**src/guard_pkg.sv**
```systemverilog
package guard_pkg;

  ////////////////////////////////////////////////////////////////////////////
  // bus map: each group holds a clear word and a set word
  localparam logic [3:0] GRP0_BASE = 4'h0; // group 0 window, addr[11:8]
  localparam logic [3:0] GRP1_BASE = 4'h1; // group 1 window
  localparam logic [3:0] GRP2_BASE = 4'h2; // group 2 window
  localparam logic [3:0] IRQ_BASE = 4'h3; // interrupt status and mask
  localparam logic [7:0] OFS_CLEAR = 8'h00; // protect_clear_reg offset
  localparam logic [7:0] OFS_SET = 8'h04; // protect_set_reg offset
  localparam logic [7:0] OFS_STATUS = 8'h00; // sticky event status
  localparam logic [7:0] OFS_MASK = 8'h04; // interrupt mask

  ////////////////////////////////////////////////////////////////////////////
  // group 0 bit positions
  localparam int G0_EXT_INT_CTL = 6; // external_interrupt_ctl
  localparam int G0_RT_COUNTER = 5; // real_time_counter
  localparam int G0_WATCHDOG = 4; // watchdog_peripheral
  localparam int G0_CLOCK_GEN = 3; // generic_clock_gen
  localparam int G0_SYS_CTL = 2; // system_controller
  localparam int G0_POWER_MGR = 1; // power_manager
  // group 1 bit positions
  localparam int G1_TRACE_STORE = 6; // program_trace_store
  localparam int G1_PORT_CTL = 3; // port controller
  localparam int G1_FLASH_CTL = 2; // flash_controller
  localparam int G1_DEBUG_UNIT = 1; // debug_service_unit
  // group 2 bit positions
  localparam int G2_TOUCH = 19; // touch_controller
  localparam int G2_DAC = 18; // d_to_a_converter
  localparam int G2_COMPARATOR = 17; // analog_comparator
  localparam int G2_ADC = 16; // a_to_d_converter
  localparam int G2_TIMER0 = 8; // timer_counter 0, instances up to bit 15
  localparam int G2_SERIAL0 = 2; // serial_comm_unit 0, instances up to bit 7
  localparam int G2_EVENT_SYS = 1; // event_system

  ////////////////////////////////////////////////////////////////////////////
  // writable bits and reset values per group
  localparam logic [31:0] G0_VALID = 32'h0000007e; // bits 6..1
  localparam logic [31:0] G1_VALID = 32'h0000004e; // bits 6, 3..1
  localparam logic [31:0] G2_VALID = 32'h000ffffe; // bits 19..1
  localparam logic [31:0] G0_RESET = 32'h00000000; // all unprotected
  localparam logic [31:0] G1_RESET = 32'h00000002; // debug unit protected
  localparam logic [31:0] G2_RESET = 32'h00800000; // bit 23 reads one

  ////////////////////////////////////////////////////////////////////////////
  // interrupt status layout
  localparam int EV_VIOLATION = 0; // write to a protected peripheral
  localparam int EV_DBL_SET = 1; // set of an already protected peripheral
  localparam int EV_DBL_CLR = 2; // clear of an already open peripheral
  localparam int EV_COUNT = 3; // number of events

  ////////////////////////////////////////////////////////////////////////////
  // carriers
  typedef struct packed {
    logic req; // one-cycle peripheral write attempt
    logic [1:0] grp; // group of the target peripheral
    logic [4:0] pos; // bit position of the target peripheral
  } per_req_t;

  typedef struct packed {
    logic ok; // write passed to the peripheral
    logic err; // write discarded, access error
  } per_ans_t;

  typedef struct packed {
    logic [31:0] prot; // protection state of one group
    logic dbl_set; // double protect seen
    logic dbl_clr; // double unprotect seen
  } guard_state_t;

endpackage

```
**src/guard_group.sv**
```systemverilog
`timescale 1ns/1ps
module guard_group #(
  parameter logic [31:0] RST = 32'h00000000, // reset value of the group
  parameter logic [31:0] VALID = 32'h00000000 // bits tied to a peripheral
) (
  input wire logic hclk,
  input wire logic hresetn,
  input wire logic wr_en,
  input wire logic set_op,
  input wire logic [31:0] wbits,
  output logic [31:0] prot,
  output logic dbl_set,
  output logic dbl_clr
);
  import guard_pkg::*;

  guard_state_t s_r; // registered state
  guard_state_t s_nxt; // next state
  logic [31:0] hit; // written ones on live bits

  ////////////////////////////////////////////////////////////////////////////
  // next state: one bits act, zero bits and dead bits do nothing
  always_comb begin
    s_nxt = s_r;
    hit = wbits & VALID;
    s_nxt.dbl_set = 1'b0;
    s_nxt.dbl_clr = 1'b0;
    if (wr_en) begin
      if (set_op) begin
        s_nxt.prot = s_r.prot | hit;
        s_nxt.dbl_set = |(hit & s_r.prot);
      end else begin
        s_nxt.prot = s_r.prot & ~hit;
        s_nxt.dbl_clr = |(hit & ~s_r.prot);
      end
    end
  end

  // state register, new value visible on the next edge
  always_ff @(posedge hclk or negedge hresetn) begin
    if (!hresetn) begin
      s_r <= '{prot: RST, dbl_set: 1'b0, dbl_clr: 1'b0};
    end else begin
      s_r <= s_nxt;
    end
  end

  assign prot = s_r.prot;
  assign dbl_set = s_r.dbl_set;
  assign dbl_clr = s_r.dbl_clr;
endmodule

```
**src/peripheral_write_protect.sv**
```systemverilog
`timescale 1ns/1ps
module peripheral_write_protect (
  input wire logic hclk,
  input wire logic hresetn,
  input wire logic hsel,
  input wire logic [31:0] haddr,
  input wire logic [1:0] htrans,
  input wire logic hwrite,
  input wire logic [2:0] hsize,
  input wire logic hready,
  input wire logic [31:0] hwdata,
  output logic [31:0] hrdata,
  output logic hreadyout,
  output logic hresp,
  output logic irq,
  input guard_pkg::per_req_t per_req,
  output guard_pkg::per_ans_t per_ans,
  output logic [31:0] prot_g0,
  output logic [31:0] prot_g1,
  output logic [31:0] prot_g2
);
  import guard_pkg::*;

  ////////////////////////////////////////////////////////////////////////////
  // state of the bus slave and the interrupt block
  typedef struct packed {
    logic dph_wr; // write data phase pending
    logic dph_rd; // read wait cycle pending
    logic [11:0] dph_addr; // captured address
    logic [3:0] dph_lanes; // captured byte lanes
    logic [31:0] rdata; // read data register
    logic ready; // hreadyout register
    logic resp; // hresp register, always okay
    logic [EV_COUNT-1:0] status; // sticky events
    logic [EV_COUNT-1:0] mask; // interrupt enables
    logic irq; // interrupt line
  } top_state_t;

  top_state_t s_r; // registered state
  top_state_t s_nxt; // next state

  logic accept; // address phase taken this cycle
  logic [31:0] wbits; // write data on enabled lanes
  logic [2:0] g_wr; // write enable per group
  logic set_op; // write goes to the set word
  logic [31:0] g_prot [3]; // group states
  logic [2:0] g_dbl_set; // double set pulses
  logic [2:0] g_dbl_clr; // double clear pulses
  logic [31:0] rd_val; // read mux output
  logic [EV_COUNT-1:0] events; // event pulses this cycle
  logic [EV_COUNT-1:0] w1c; // status bits cleared by software
  logic irq_wr; // write to the interrupt window
  per_ans_t ans; // filter answer

  ////////////////////////////////////////////////////////////////////////////
  // byte lanes of an access from its size and low address bits
  function automatic logic [3:0] lane_mask(input logic [2:0] size, input logic [1:0] a);
    logic [3:0] m;
    m = 4'h0;
    case (size)
      3'd0: m = 4'h1 << a; // byte
      3'd1: m = a[1] ? 4'hc : 4'h3; // halfword
      default: m = 4'hf; // word
    endcase
    return m;
  endfunction

  // expand a lane mask to a bit mask
  function automatic logic [31:0] lane_bits(input logic [3:0] m);
    return {{8{m[3]}}, {8{m[2]}}, {8{m[1]}}, {8{m[0]}}};
  endfunction

  // true when the offset names one of the two group words
  function automatic logic is_word(input logic [7:0] ofs);
    // low two bits pick a lane inside the word, not another register
    return ({ofs[7:2], 2'b00} == OFS_CLEAR) || ({ofs[7:2], 2'b00} == OFS_SET);
  endfunction

  ////////////////////////////////////////////////////////////////////////////
  // address phase and write decode
  always_comb begin
    accept = hsel & htrans[1] & hready;
    wbits = hwdata & lane_bits(s_r.dph_lanes);
    set_op = ({s_r.dph_addr[7:2], 2'b00} == OFS_SET);
    g_wr[0] = s_r.dph_wr & (s_r.dph_addr[11:8] == GRP0_BASE) & is_word(s_r.dph_addr[7:0]);
    g_wr[1] = s_r.dph_wr & (s_r.dph_addr[11:8] == GRP1_BASE) & is_word(s_r.dph_addr[7:0]);
    g_wr[2] = s_r.dph_wr & (s_r.dph_addr[11:8] == GRP2_BASE) & is_word(s_r.dph_addr[7:0]);
    irq_wr = s_r.dph_wr & (s_r.dph_addr[11:8] == IRQ_BASE);
  end

  ////////////////////////////////////////////////////////////////////////////
  // protection groups
  guard_group #(.RST(G0_RESET), .VALID(G0_VALID)) u_grp0 (
    .hclk(hclk),
    .hresetn(hresetn),
    .wr_en(g_wr[0]),
    .set_op(set_op),
    .wbits(wbits),
    .prot(g_prot[0]),
    .dbl_set(g_dbl_set[0]),
    .dbl_clr(g_dbl_clr[0])
  );

  guard_group #(.RST(G1_RESET), .VALID(G1_VALID)) u_grp1 (
    .hclk(hclk),
    .hresetn(hresetn),
    .wr_en(g_wr[1]),
    .set_op(set_op),
    .wbits(wbits),
    .prot(g_prot[1]),
    .dbl_set(g_dbl_set[1]),
    .dbl_clr(g_dbl_clr[1])
  );

  guard_group #(.RST(G2_RESET), .VALID(G2_VALID)) u_grp2 (
    .hclk(hclk),
    .hresetn(hresetn),
    .wr_en(g_wr[2]),
    .set_op(set_op),
    .wbits(wbits),
    .prot(g_prot[2]),
    .dbl_set(g_dbl_set[2]),
    .dbl_clr(g_dbl_clr[2])
  );

  ////////////////////////////////////////////////////////////////////////////
  // peripheral write check
  write_filter u_filter (
    .hclk(hclk),
    .hresetn(hresetn),
    .req(per_req),
    .prot0(g_prot[0]),
    .prot1(g_prot[1]),
    .prot2(g_prot[2]),
    .ans(ans)
  );

  ////////////////////////////////////////////////////////////////////////////
  // read mux: both words of a group show the same state
  always_comb begin
    rd_val = 32'h00000000; // unmapped reads as zero
    case (s_r.dph_addr[11:8])
      GRP0_BASE: if (is_word(s_r.dph_addr[7:0])) rd_val = g_prot[0];
      GRP1_BASE: if (is_word(s_r.dph_addr[7:0])) rd_val = g_prot[1];
      GRP2_BASE: if (is_word(s_r.dph_addr[7:0])) rd_val = g_prot[2];
      IRQ_BASE: begin
        if (s_r.dph_addr[7:0] == OFS_STATUS) begin
          rd_val = {29'h0, s_r.status};
        end else if (s_r.dph_addr[7:0] == OFS_MASK) begin
          rd_val = {29'h0, s_r.mask};
        end
      end
      default: rd_val = 32'h00000000;
    endcase
  end

  ////////////////////////////////////////////////////////////////////////////
  // bus slave, event status and interrupt
  always_comb begin
    s_nxt = s_r;
    events = '0;
    events[EV_VIOLATION] = ans.err;
    events[EV_DBL_SET] = |g_dbl_set;
    events[EV_DBL_CLR] = |g_dbl_clr;
    w1c = '0;
    // data phase of a write ends this cycle
    if (s_r.dph_wr) begin
      s_nxt.dph_wr = 1'b0;
      if (irq_wr && s_r.dph_addr[7:0] == OFS_STATUS) begin
        w1c = wbits[EV_COUNT-1:0];
      end
      if (irq_wr && s_r.dph_addr[7:0] == OFS_MASK) begin
        // mask bits live in lane 0; a written zero must clear an enable
        s_nxt.mask = s_r.dph_lanes[0] ? hwdata[EV_COUNT-1:0] : s_r.mask;
      end
    end
    // read wait cycle: load data and release the bus
    if (s_r.dph_rd) begin
      s_nxt.dph_rd = 1'b0;
      s_nxt.rdata = rd_val;
      s_nxt.ready = 1'b1;
    end
    // new address phase
    if (accept) begin
      s_nxt.dph_addr = haddr[11:0];
      s_nxt.dph_lanes = lane_mask(hsize, haddr[1:0]);
      if (hwrite) begin
        s_nxt.dph_wr = 1'b1;
      end else begin
        s_nxt.dph_rd = 1'b1;
        s_nxt.ready = 1'b0;
      end
    end
    // set wins over software clear
    s_nxt.status = (s_r.status & ~w1c) | events;
    s_nxt.irq = |(s_nxt.status & s_nxt.mask);
    s_nxt.resp = 1'b0;
  end

  // single state register
  always_ff @(posedge hclk or negedge hresetn) begin
    if (!hresetn) begin
      s_r <= '{dph_wr: 1'b0, dph_rd: 1'b0, dph_addr: 12'h000, dph_lanes: 4'h0, rdata: 32'h00000000,
               ready: 1'b1, resp: 1'b0, status: '0, mask: '0, irq: 1'b0};
    end else begin
      s_r <= s_nxt;
    end
  end

  ////////////////////////////////////////////////////////////////////////////
  // outputs
  assign hrdata = s_r.rdata;
  assign hreadyout = s_r.ready;
  assign hresp = s_r.resp;
  assign irq = s_r.irq;
  assign per_ans = ans;
  assign prot_g0 = g_prot[0];
  assign prot_g1 = g_prot[1];
  assign prot_g2 = g_prot[2];

  ////////////////////////////////////////////////////////////////////////////
  // checks
  logic any_wr_q; // some group was written since reset
  logic hit_now; // looked-up protection of the current request

  always_ff @(posedge hclk or negedge hresetn) begin
    if (!hresetn) begin
      any_wr_q <= 1'b0;
    end else if (|g_wr) begin
      any_wr_q <= 1'b1;
    end
  end

  always_comb begin
    case (per_req.grp)
      2'd0: hit_now = g_prot[0][per_req.pos];
      2'd1: hit_now = g_prot[1][per_req.pos];
      2'd2: hit_now = g_prot[2][per_req.pos];
      default: hit_now = 1'b0;
    endcase
  end

  a_reset_values: assert property (
    @(posedge hclk) disable iff (!hresetn)
    !any_wr_q |-> (g_prot[0] == G0_RESET) && (g_prot[1] == G1_RESET) && (g_prot[2] == G2_RESET))
    else $error("group state differs from reset value before any write");

  a_clear_removes: assert property (
    @(posedge hclk) disable iff (!hresetn)
    (g_wr[1] && !set_op) |=> ((g_prot[1] & $past(wbits) & G1_VALID) == 32'h0))
    else $error("clear write left a protection bit set");

  a_set_enables: assert property (
    @(posedge hclk) disable iff (!hresetn)
    (g_wr[2] && set_op) |=> ((g_prot[2] & $past(wbits) & G2_VALID) == ($past(wbits) & G2_VALID)))
    else $error("set write did not protect");

  a_zero_keeps: assert property (
    @(posedge hclk) disable iff (!hresetn)
    g_wr[0] |=> ((g_prot[0] & ~$past(wbits)) == ($past(g_prot[0]) & ~$past(wbits))))
    else $error("zero bit changed protection");

  a_lane_isolate: assert property (
    @(posedge hclk) disable iff (!hresetn)
    (g_wr[2] && s_r.dph_lanes == 4'h2) |=> ((g_prot[2] & 32'hffff00ff) == ($past(g_prot[2]) & 32'hffff00ff)))
    else $error("byte write touched another lane");

  a_dead_bits: assert property (
    @(posedge hclk) disable iff (!hresetn)
    ((g_prot[0] & ~G0_VALID) == (G0_RESET & ~G0_VALID)) && ((g_prot[2] & ~G2_VALID) == (G2_RESET & ~G2_VALID)))
    else $error("unnamed bit changed");

  a_guard_reject: assert property (
    @(posedge hclk) disable iff (!hresetn)
    (per_req.req && hit_now) |=> (per_ans.err && !per_ans.ok))
    else $error("write to protected peripheral not rejected");

  a_guard_pass: assert property (
    @(posedge hclk) disable iff (!hresetn)
    (per_req.req && !hit_now) |=> (per_ans.ok && !per_ans.err))
    else $error("write to open peripheral rejected");

  a_double_flag: assert property (
    @(posedge hclk) disable iff (!hresetn)
    (g_wr[0] && set_op && |(wbits & G0_VALID & g_prot[0])) |=> ##1 s_r.status[EV_DBL_SET])
    else $error("double protect not flagged");

  a_read_wait: assert property (
    @(posedge hclk) disable iff (!hresetn)
    (accept && !hwrite) |=> !hreadyout ##1 (hreadyout && hresp == 1'b0))
    else $error("read did not finish after one wait cycle");

  a_irq_level: assert property (
    @(posedge hclk) disable iff (!hresetn)
    irq == |(s_r.status & s_r.mask))
    else $error("interrupt line disagrees with status and mask");

  a_write_no_wait: assert property (
    @(posedge hclk) disable iff (!hresetn)
    (accept && hwrite) |=> hreadyout)
    else $error("write data phase was stretched");

  a_set_wins: assert property (
    @(posedge hclk) disable iff (!hresetn)
    (events != 3'h0) |=> ((s_r.status & $past(events)) == $past(events)))
    else $error("event did not reach the status word");

  a_status_clear: assert property (
    @(posedge hclk) disable iff (!hresetn)
    (w1c != 3'h0 && events == 3'h0) |=> ((s_r.status & $past(w1c)) == 3'h0))
    else $error("written one did not clear the status bit");

  a_mask_write: assert property (
    @(posedge hclk) disable iff (!hresetn)
    (irq_wr && s_r.dph_addr[7:0] == OFS_MASK && s_r.dph_lanes[0])
      |=> ({29'h0, s_r.mask} == ($past(hwdata) & 32'h00000007)))
    else $error("mask write did not land");

  a_dbl_clr_flag: assert property (
    @(posedge hclk) disable iff (!hresetn)
    (g_wr[1] && !set_op && |(wbits & G1_VALID & ~g_prot[1])) |=> ##1 s_r.status[EV_DBL_CLR])
    else $error("double unprotect not flagged");

  a_filter_quiet: assert property (
    @(posedge hclk) disable iff (!hresetn)
    !per_req.req |=> (!per_ans.ok && !per_ans.err))
    else $error("verdict without an attempt");

  c_set_write: cover property (@(posedge hclk) disable iff (!hresetn) g_wr[1] && set_op);
  c_dbl_clr: cover property (@(posedge hclk) disable iff (!hresetn) events[EV_DBL_CLR]);
  c_reject: cover property (@(posedge hclk) disable iff (!hresetn) per_ans.err);
  c_byte_write: cover property (@(posedge hclk) disable iff (!hresetn) |g_wr && s_r.dph_lanes == 4'h2);
  c_irq: cover property (@(posedge hclk) disable iff (!hresetn) $rose(irq));
endmodule

```
**src/write_filter.sv**
```systemverilog
`timescale 1ns/1ps
module write_filter (
  input wire logic hclk,
  input wire logic hresetn,
  input guard_pkg::per_req_t req,
  input wire logic [31:0] prot0,
  input wire logic [31:0] prot1,
  input wire logic [31:0] prot2,
  output guard_pkg::per_ans_t ans
);
  import guard_pkg::*;

  per_ans_t s_r; // registered answer
  per_ans_t s_nxt; // next answer
  logic hit; // target is protected

  ////////////////////////////////////////////////////////////////////////////
  // look up the target bit against the current protection state
  always_comb begin
    case (req.grp)
      2'd0: hit = prot0[req.pos];
      2'd1: hit = prot1[req.pos];
      2'd2: hit = prot2[req.pos];
      default: hit = 1'b0; // no group here, nothing to guard
    endcase
    s_nxt.ok = req.req & ~hit;
    s_nxt.err = req.req & hit;
  end

  // answer register, one cycle after the attempt
  always_ff @(posedge hclk or negedge hresetn) begin
    if (!hresetn) begin
      s_r <= '{ok: 1'b0, err: 1'b0};
    end else begin
      s_r <= s_nxt;
    end
  end

  assign ans = s_r;
endmodule
```
**config.mk**
```make
export PLATFORM = sky130hd
export DESIGN_NAME = peripheral_write_protect
export DESIGN_NICKNAME = d
export VERILOG_FILES = /design/src/guard_pkg.sv /design/src/guard_group.sv /design/src/peripheral_write_protect.sv /design/src/write_filter.sv
export SDC_FILE = /design/constraint.sdc
export NUM_CORES = 1
export LEC_CHECK = 0
export BUFFER_PORTS_ARGS = -buffer_cell sky130_fd_sc_hd__buf_2
export CAP_MARGIN = 5
export CELL_PAD_IN_SITES_DETAIL_PLACEMENT = 0
export CELL_PAD_IN_SITES_GLOBAL_PLACEMENT = 1
export CORE_MARGIN = 10
export CORE_UTILIZATION = 38
export CTS_BUF_LIST = sky130_fd_sc_hd__clkbuf_16
export CTS_CLUSTER_DIAMETER = 80
export DETAILED_ROUTE_END_ITERATION = 12
export PLACE_DENSITY = 0.95
export SETUP_SLACK_MARGIN = 0.15
export SLEW_MARGIN = 10
export SYNTH_ARGS = -nofsm -noshare
export SYNTH_HDL_FRONTEND = slang
export SYNTH_SLANG_ARGS = --single-unit
```
**constraint.sdc**
```tcl
create_clock -name hclk -period 2.98 [get_ports hclk]
set_input_delay 0.447 -clock hclk [delete_from_list [all_inputs] [get_ports hclk]]
set_output_delay 0.447 -clock hclk [all_outputs]
set_load 0.03 [all_outputs]
```
==> results.txt <==
* Hold/Removal Path Class: primary input to async pin
* Slowest cell on crit path: dfrtp_1
- Relative to the synthesized area, the layout overhead comes to 11.1%.
* VDD IR-drop max: 0.000349 V
- The floorplan step set the die width to 134 um.
- Summing every instance area after synthesis gives 0.00498 mm2.
* Port Buffers: 102
* Worst-case reg-to-reg path depth: 5
* Most numerous cell types in the synthesized netlist: buf_4 (101), dfrtp_1 (81), nand2_1 (41)
* Half-perimeter wire length after placement: 10500 um
- Via count of the first global-routing pass: 4010
* Post-CTS setup repair buffer count: 0
- Detailed router's first-iteration violation count: 317
- For this run, the slowest stage of the critical path takes 0.69 ns.
- Routability congestion estimate: 0.851
* Maximum number of pins on one net before global-route repair: 84
- Clock latency on the worst-skew pair, taken at its later pin, is 0.34 ns.
- Time the worst path needs with I/O delays and setup: 2.33 ns
- STA puts the critical path data arrival time at 2.54 ns.
* I/O pin count: 215
- Run status: finished clean
- Worst-path cell chain: nor4bb_4 -> nand4_1 -> or4_1 -> a21boi_2 -> o211ai_2
* Setup TNS after final layout: 0 ns
- The first detailed-routing pass took 6 iterations.
- Post-layout net count: 668
- Ranked by total cell area, the synthesized netlist is headed by dfrtp_1 (41%), buf_4 (15%), mux2_2 (4.5%).
- Effective utilization at floorplan: 39.1%
- Primary FF master, synth: dfrtp_1
* Number of antenna violations at the first check in global routing: 3
* Crit-path max FO: 11
- CTS placed an instance of clkbuf_16 at the clock tree root.
* Site Rows: 41
- Dividing total power by cell area gives a power density of 536 mW/mm2.
* Number of fill cells: 1255
- For this run, the top clock speed supported by timing is 0.428 GHz.
* Average cell area after synthesis: 9.75 um2
- R2R setup slack: 0.65 ns
* Unrepaired setup endpoints after global routing: false
- Clock-pin slew was measured on the worst setup and hold paths at 0.06 ns.
- Sequential-to-total area share from yosys stat: 41.8%
- For the pin with the worst max-slew slack, the measured transition is 1.01 ns.
* Final period utilization: 78.3%
- STA classifies the critical path startpoint as a register.
- Cts hold-fix bufs: 0
- R2r endpoint: irq$_DFF_PN0_
* DRT Wirelength: 13500 um
* Clock sink count: 83
- The floorplan step defined a die boundary enclosing 0.0181 mm2.
- Top cell type's share of synthesized area: 40.7%
- The post-route netlist has 27.4% of its cells at a drive strength greater than 1.
- Setup violations remaining at the end of the flow were counted as 0.
* Vias per Instance: 5.15
* Leakage: 2.70 nW
- The worst register-to-register path begins at s_r[53]$_DFFE_PN0P_.
- Wire length per cell after detailed routing: 17.6 um
* Required time worst endpoint: 3.19 ns
- Cell count after placement: 747
* Final Max Slew Viols: 0
- Synthesis handed over a netlist of 511 instances.
* Number of H-tree levels: 3
- CTS tree: yes
* Remaining antenna violation count: 0
* Headroom to the max-slew limit: 32.4%
- After synthesis, the share of flip-flops with an asynchronous set or reset is 100%.
- The critical path in this run is classified as register to register.
* First-pass GRT wire length: 20900 um
- The worst setup path is captured at a register.
- Via count: 3945
* Most numerous cell in the Yosys netlist: buf_4
- Clock skew after layout: 0.00500 ns
- Max capacitance violation total: 0
- The multi-input combinational cells in the finished layout cover a total of 0.00222 mm2.
- The number of gates resized after CTS was 0.
* Synth Warn #: 0
- In the global route stage, overall resource usage came out at 14.2%.
* Overall die height: 134 um
- The synthesized netlist contains 62 unique library cells.
* Hold Fails Final Rpt: 0
- Clock buffers created by TritonCTS: 9
- Largest buffer count on any clock path: 2
- Summed over all instances, the cell type with the most area after synthesis is dfrtp_1.
* Drt drc: 0
* Number of synthesized flops with an enable pin: 0
* Layout Cells excl Fill: 766
* Post-synthesis sequential element count: 83
* Area of the core: 0.0127 mm2
- Remaining global-route overflow: 0
- Registers take 0.00208 mm2.
-- per-stage QoR --
step	setup WS [ns]	total power, mW	area, um2	hold WS [ns]	util (%)
3_5_place_dp	0.694	1.71	5190	0.470	40.8
2_1_floorplan	0.962	1.67	5270	0.151	-
3_3_place_gp	0.716	1.70	5190	0.460	40.8
6_report	0.646	2.97	5530	0.256	43.5
5_1_grt	0.509	3.07	5530	0.284	43.5
4_1_cts	0.671	2.97	5530	0.273	43.4
-- worst max path at each step --
stage	startpoint	to	slack, ns	depth (start not counted)
after detailed placement	s_r[53]$_DFFE_PN0P_	irq$_DFF_PN0_	0.69	5
final	s_r[53]$_DFFE_PN0P_	irq$_DFF_PN0_	0.65	5
after floorplan	s_r[56]$_DFFE_PN0P_	irq$_DFF_PN0_	0.96	5
after CTS	s_r[53]$_DFFE_PN0P_	irq$_DFF_PN0_	0.67	5
after global routing	s_r[53]$_DFFE_PN0P_	irq$_DFF_PN0_	0.51	5
after global placement	s_r[53]$_DFFE_PN0P_	irq$_DFF_PN0_	0.72	5
-- cell usage in the layout (no fill, tap or decap), drive strengths merged, types with 9 or more instances in the layout --
master | netlist | layout
o22ai | 15 | 15
buf | 108 | 108
dfrtp | 81 | 81
nand2 | 41 | 41
nor2 | 20 | 20
o21ai | 36 | 36
conb | 2 | 79
clkbuf | 13 | 9
nand3 | 27 | 27
mux2i | 11 | 11
mux2 | 21 | 21
a22o | 14 | 14
a22oi | 11 | 11
inv | 29 | 30
-- critical path: cells and delay by family, from the launching register on --
kind	cells	cell delay [ns]
simple gates	3	1.23
flops	1	0.69
compound gates	2	0.28
-- routing by layer --
layer	track usage, %	share of wire, %	vias up
li1	-	-	1800
met1	17.0	40	1882
met2	22.7	48	232
met3	4.34	9.6	29
met4	7.26	2.9	2
met5	0	0.089	-
-- report_power, final --
group / internal (mW) / switching, mW
Clock: 0.817 / 0.449
Combinational: 0.128 / 0.316
Sequential: 1.18 / 0.0794
Total: 2.12 / 0.845
-- area by class of cell --
| type | count | share of cell area, % |
|---|---|---|
| multi-input combinational | 355 | 40.2 |
| sequential | 83 | 37.6 |
| timing repair buffer | 108 | 10.1 |
| clock buffer | 9 | 4.07 |
| tap | 172 | 3.89 |
| clock inverter | 7 | 2.08 |
| inverter | 29 | 1.97 |
| antenna | 3 | 0.136 |
-- cell families (layout without fill, tap and decap cells) --
logic type	after synthesis	in the layout	synth area share, %
muxes	35	35	8.39
and+or+nand+nor	124	124	13.9
buffers and inverters	150	153	19.4
DFF	83	83	41.8
other	2	82	0.151
AOI/OAI and AO/OA	117	117	16.4
No activity file was read; power rests on OpenSTA's default activity.
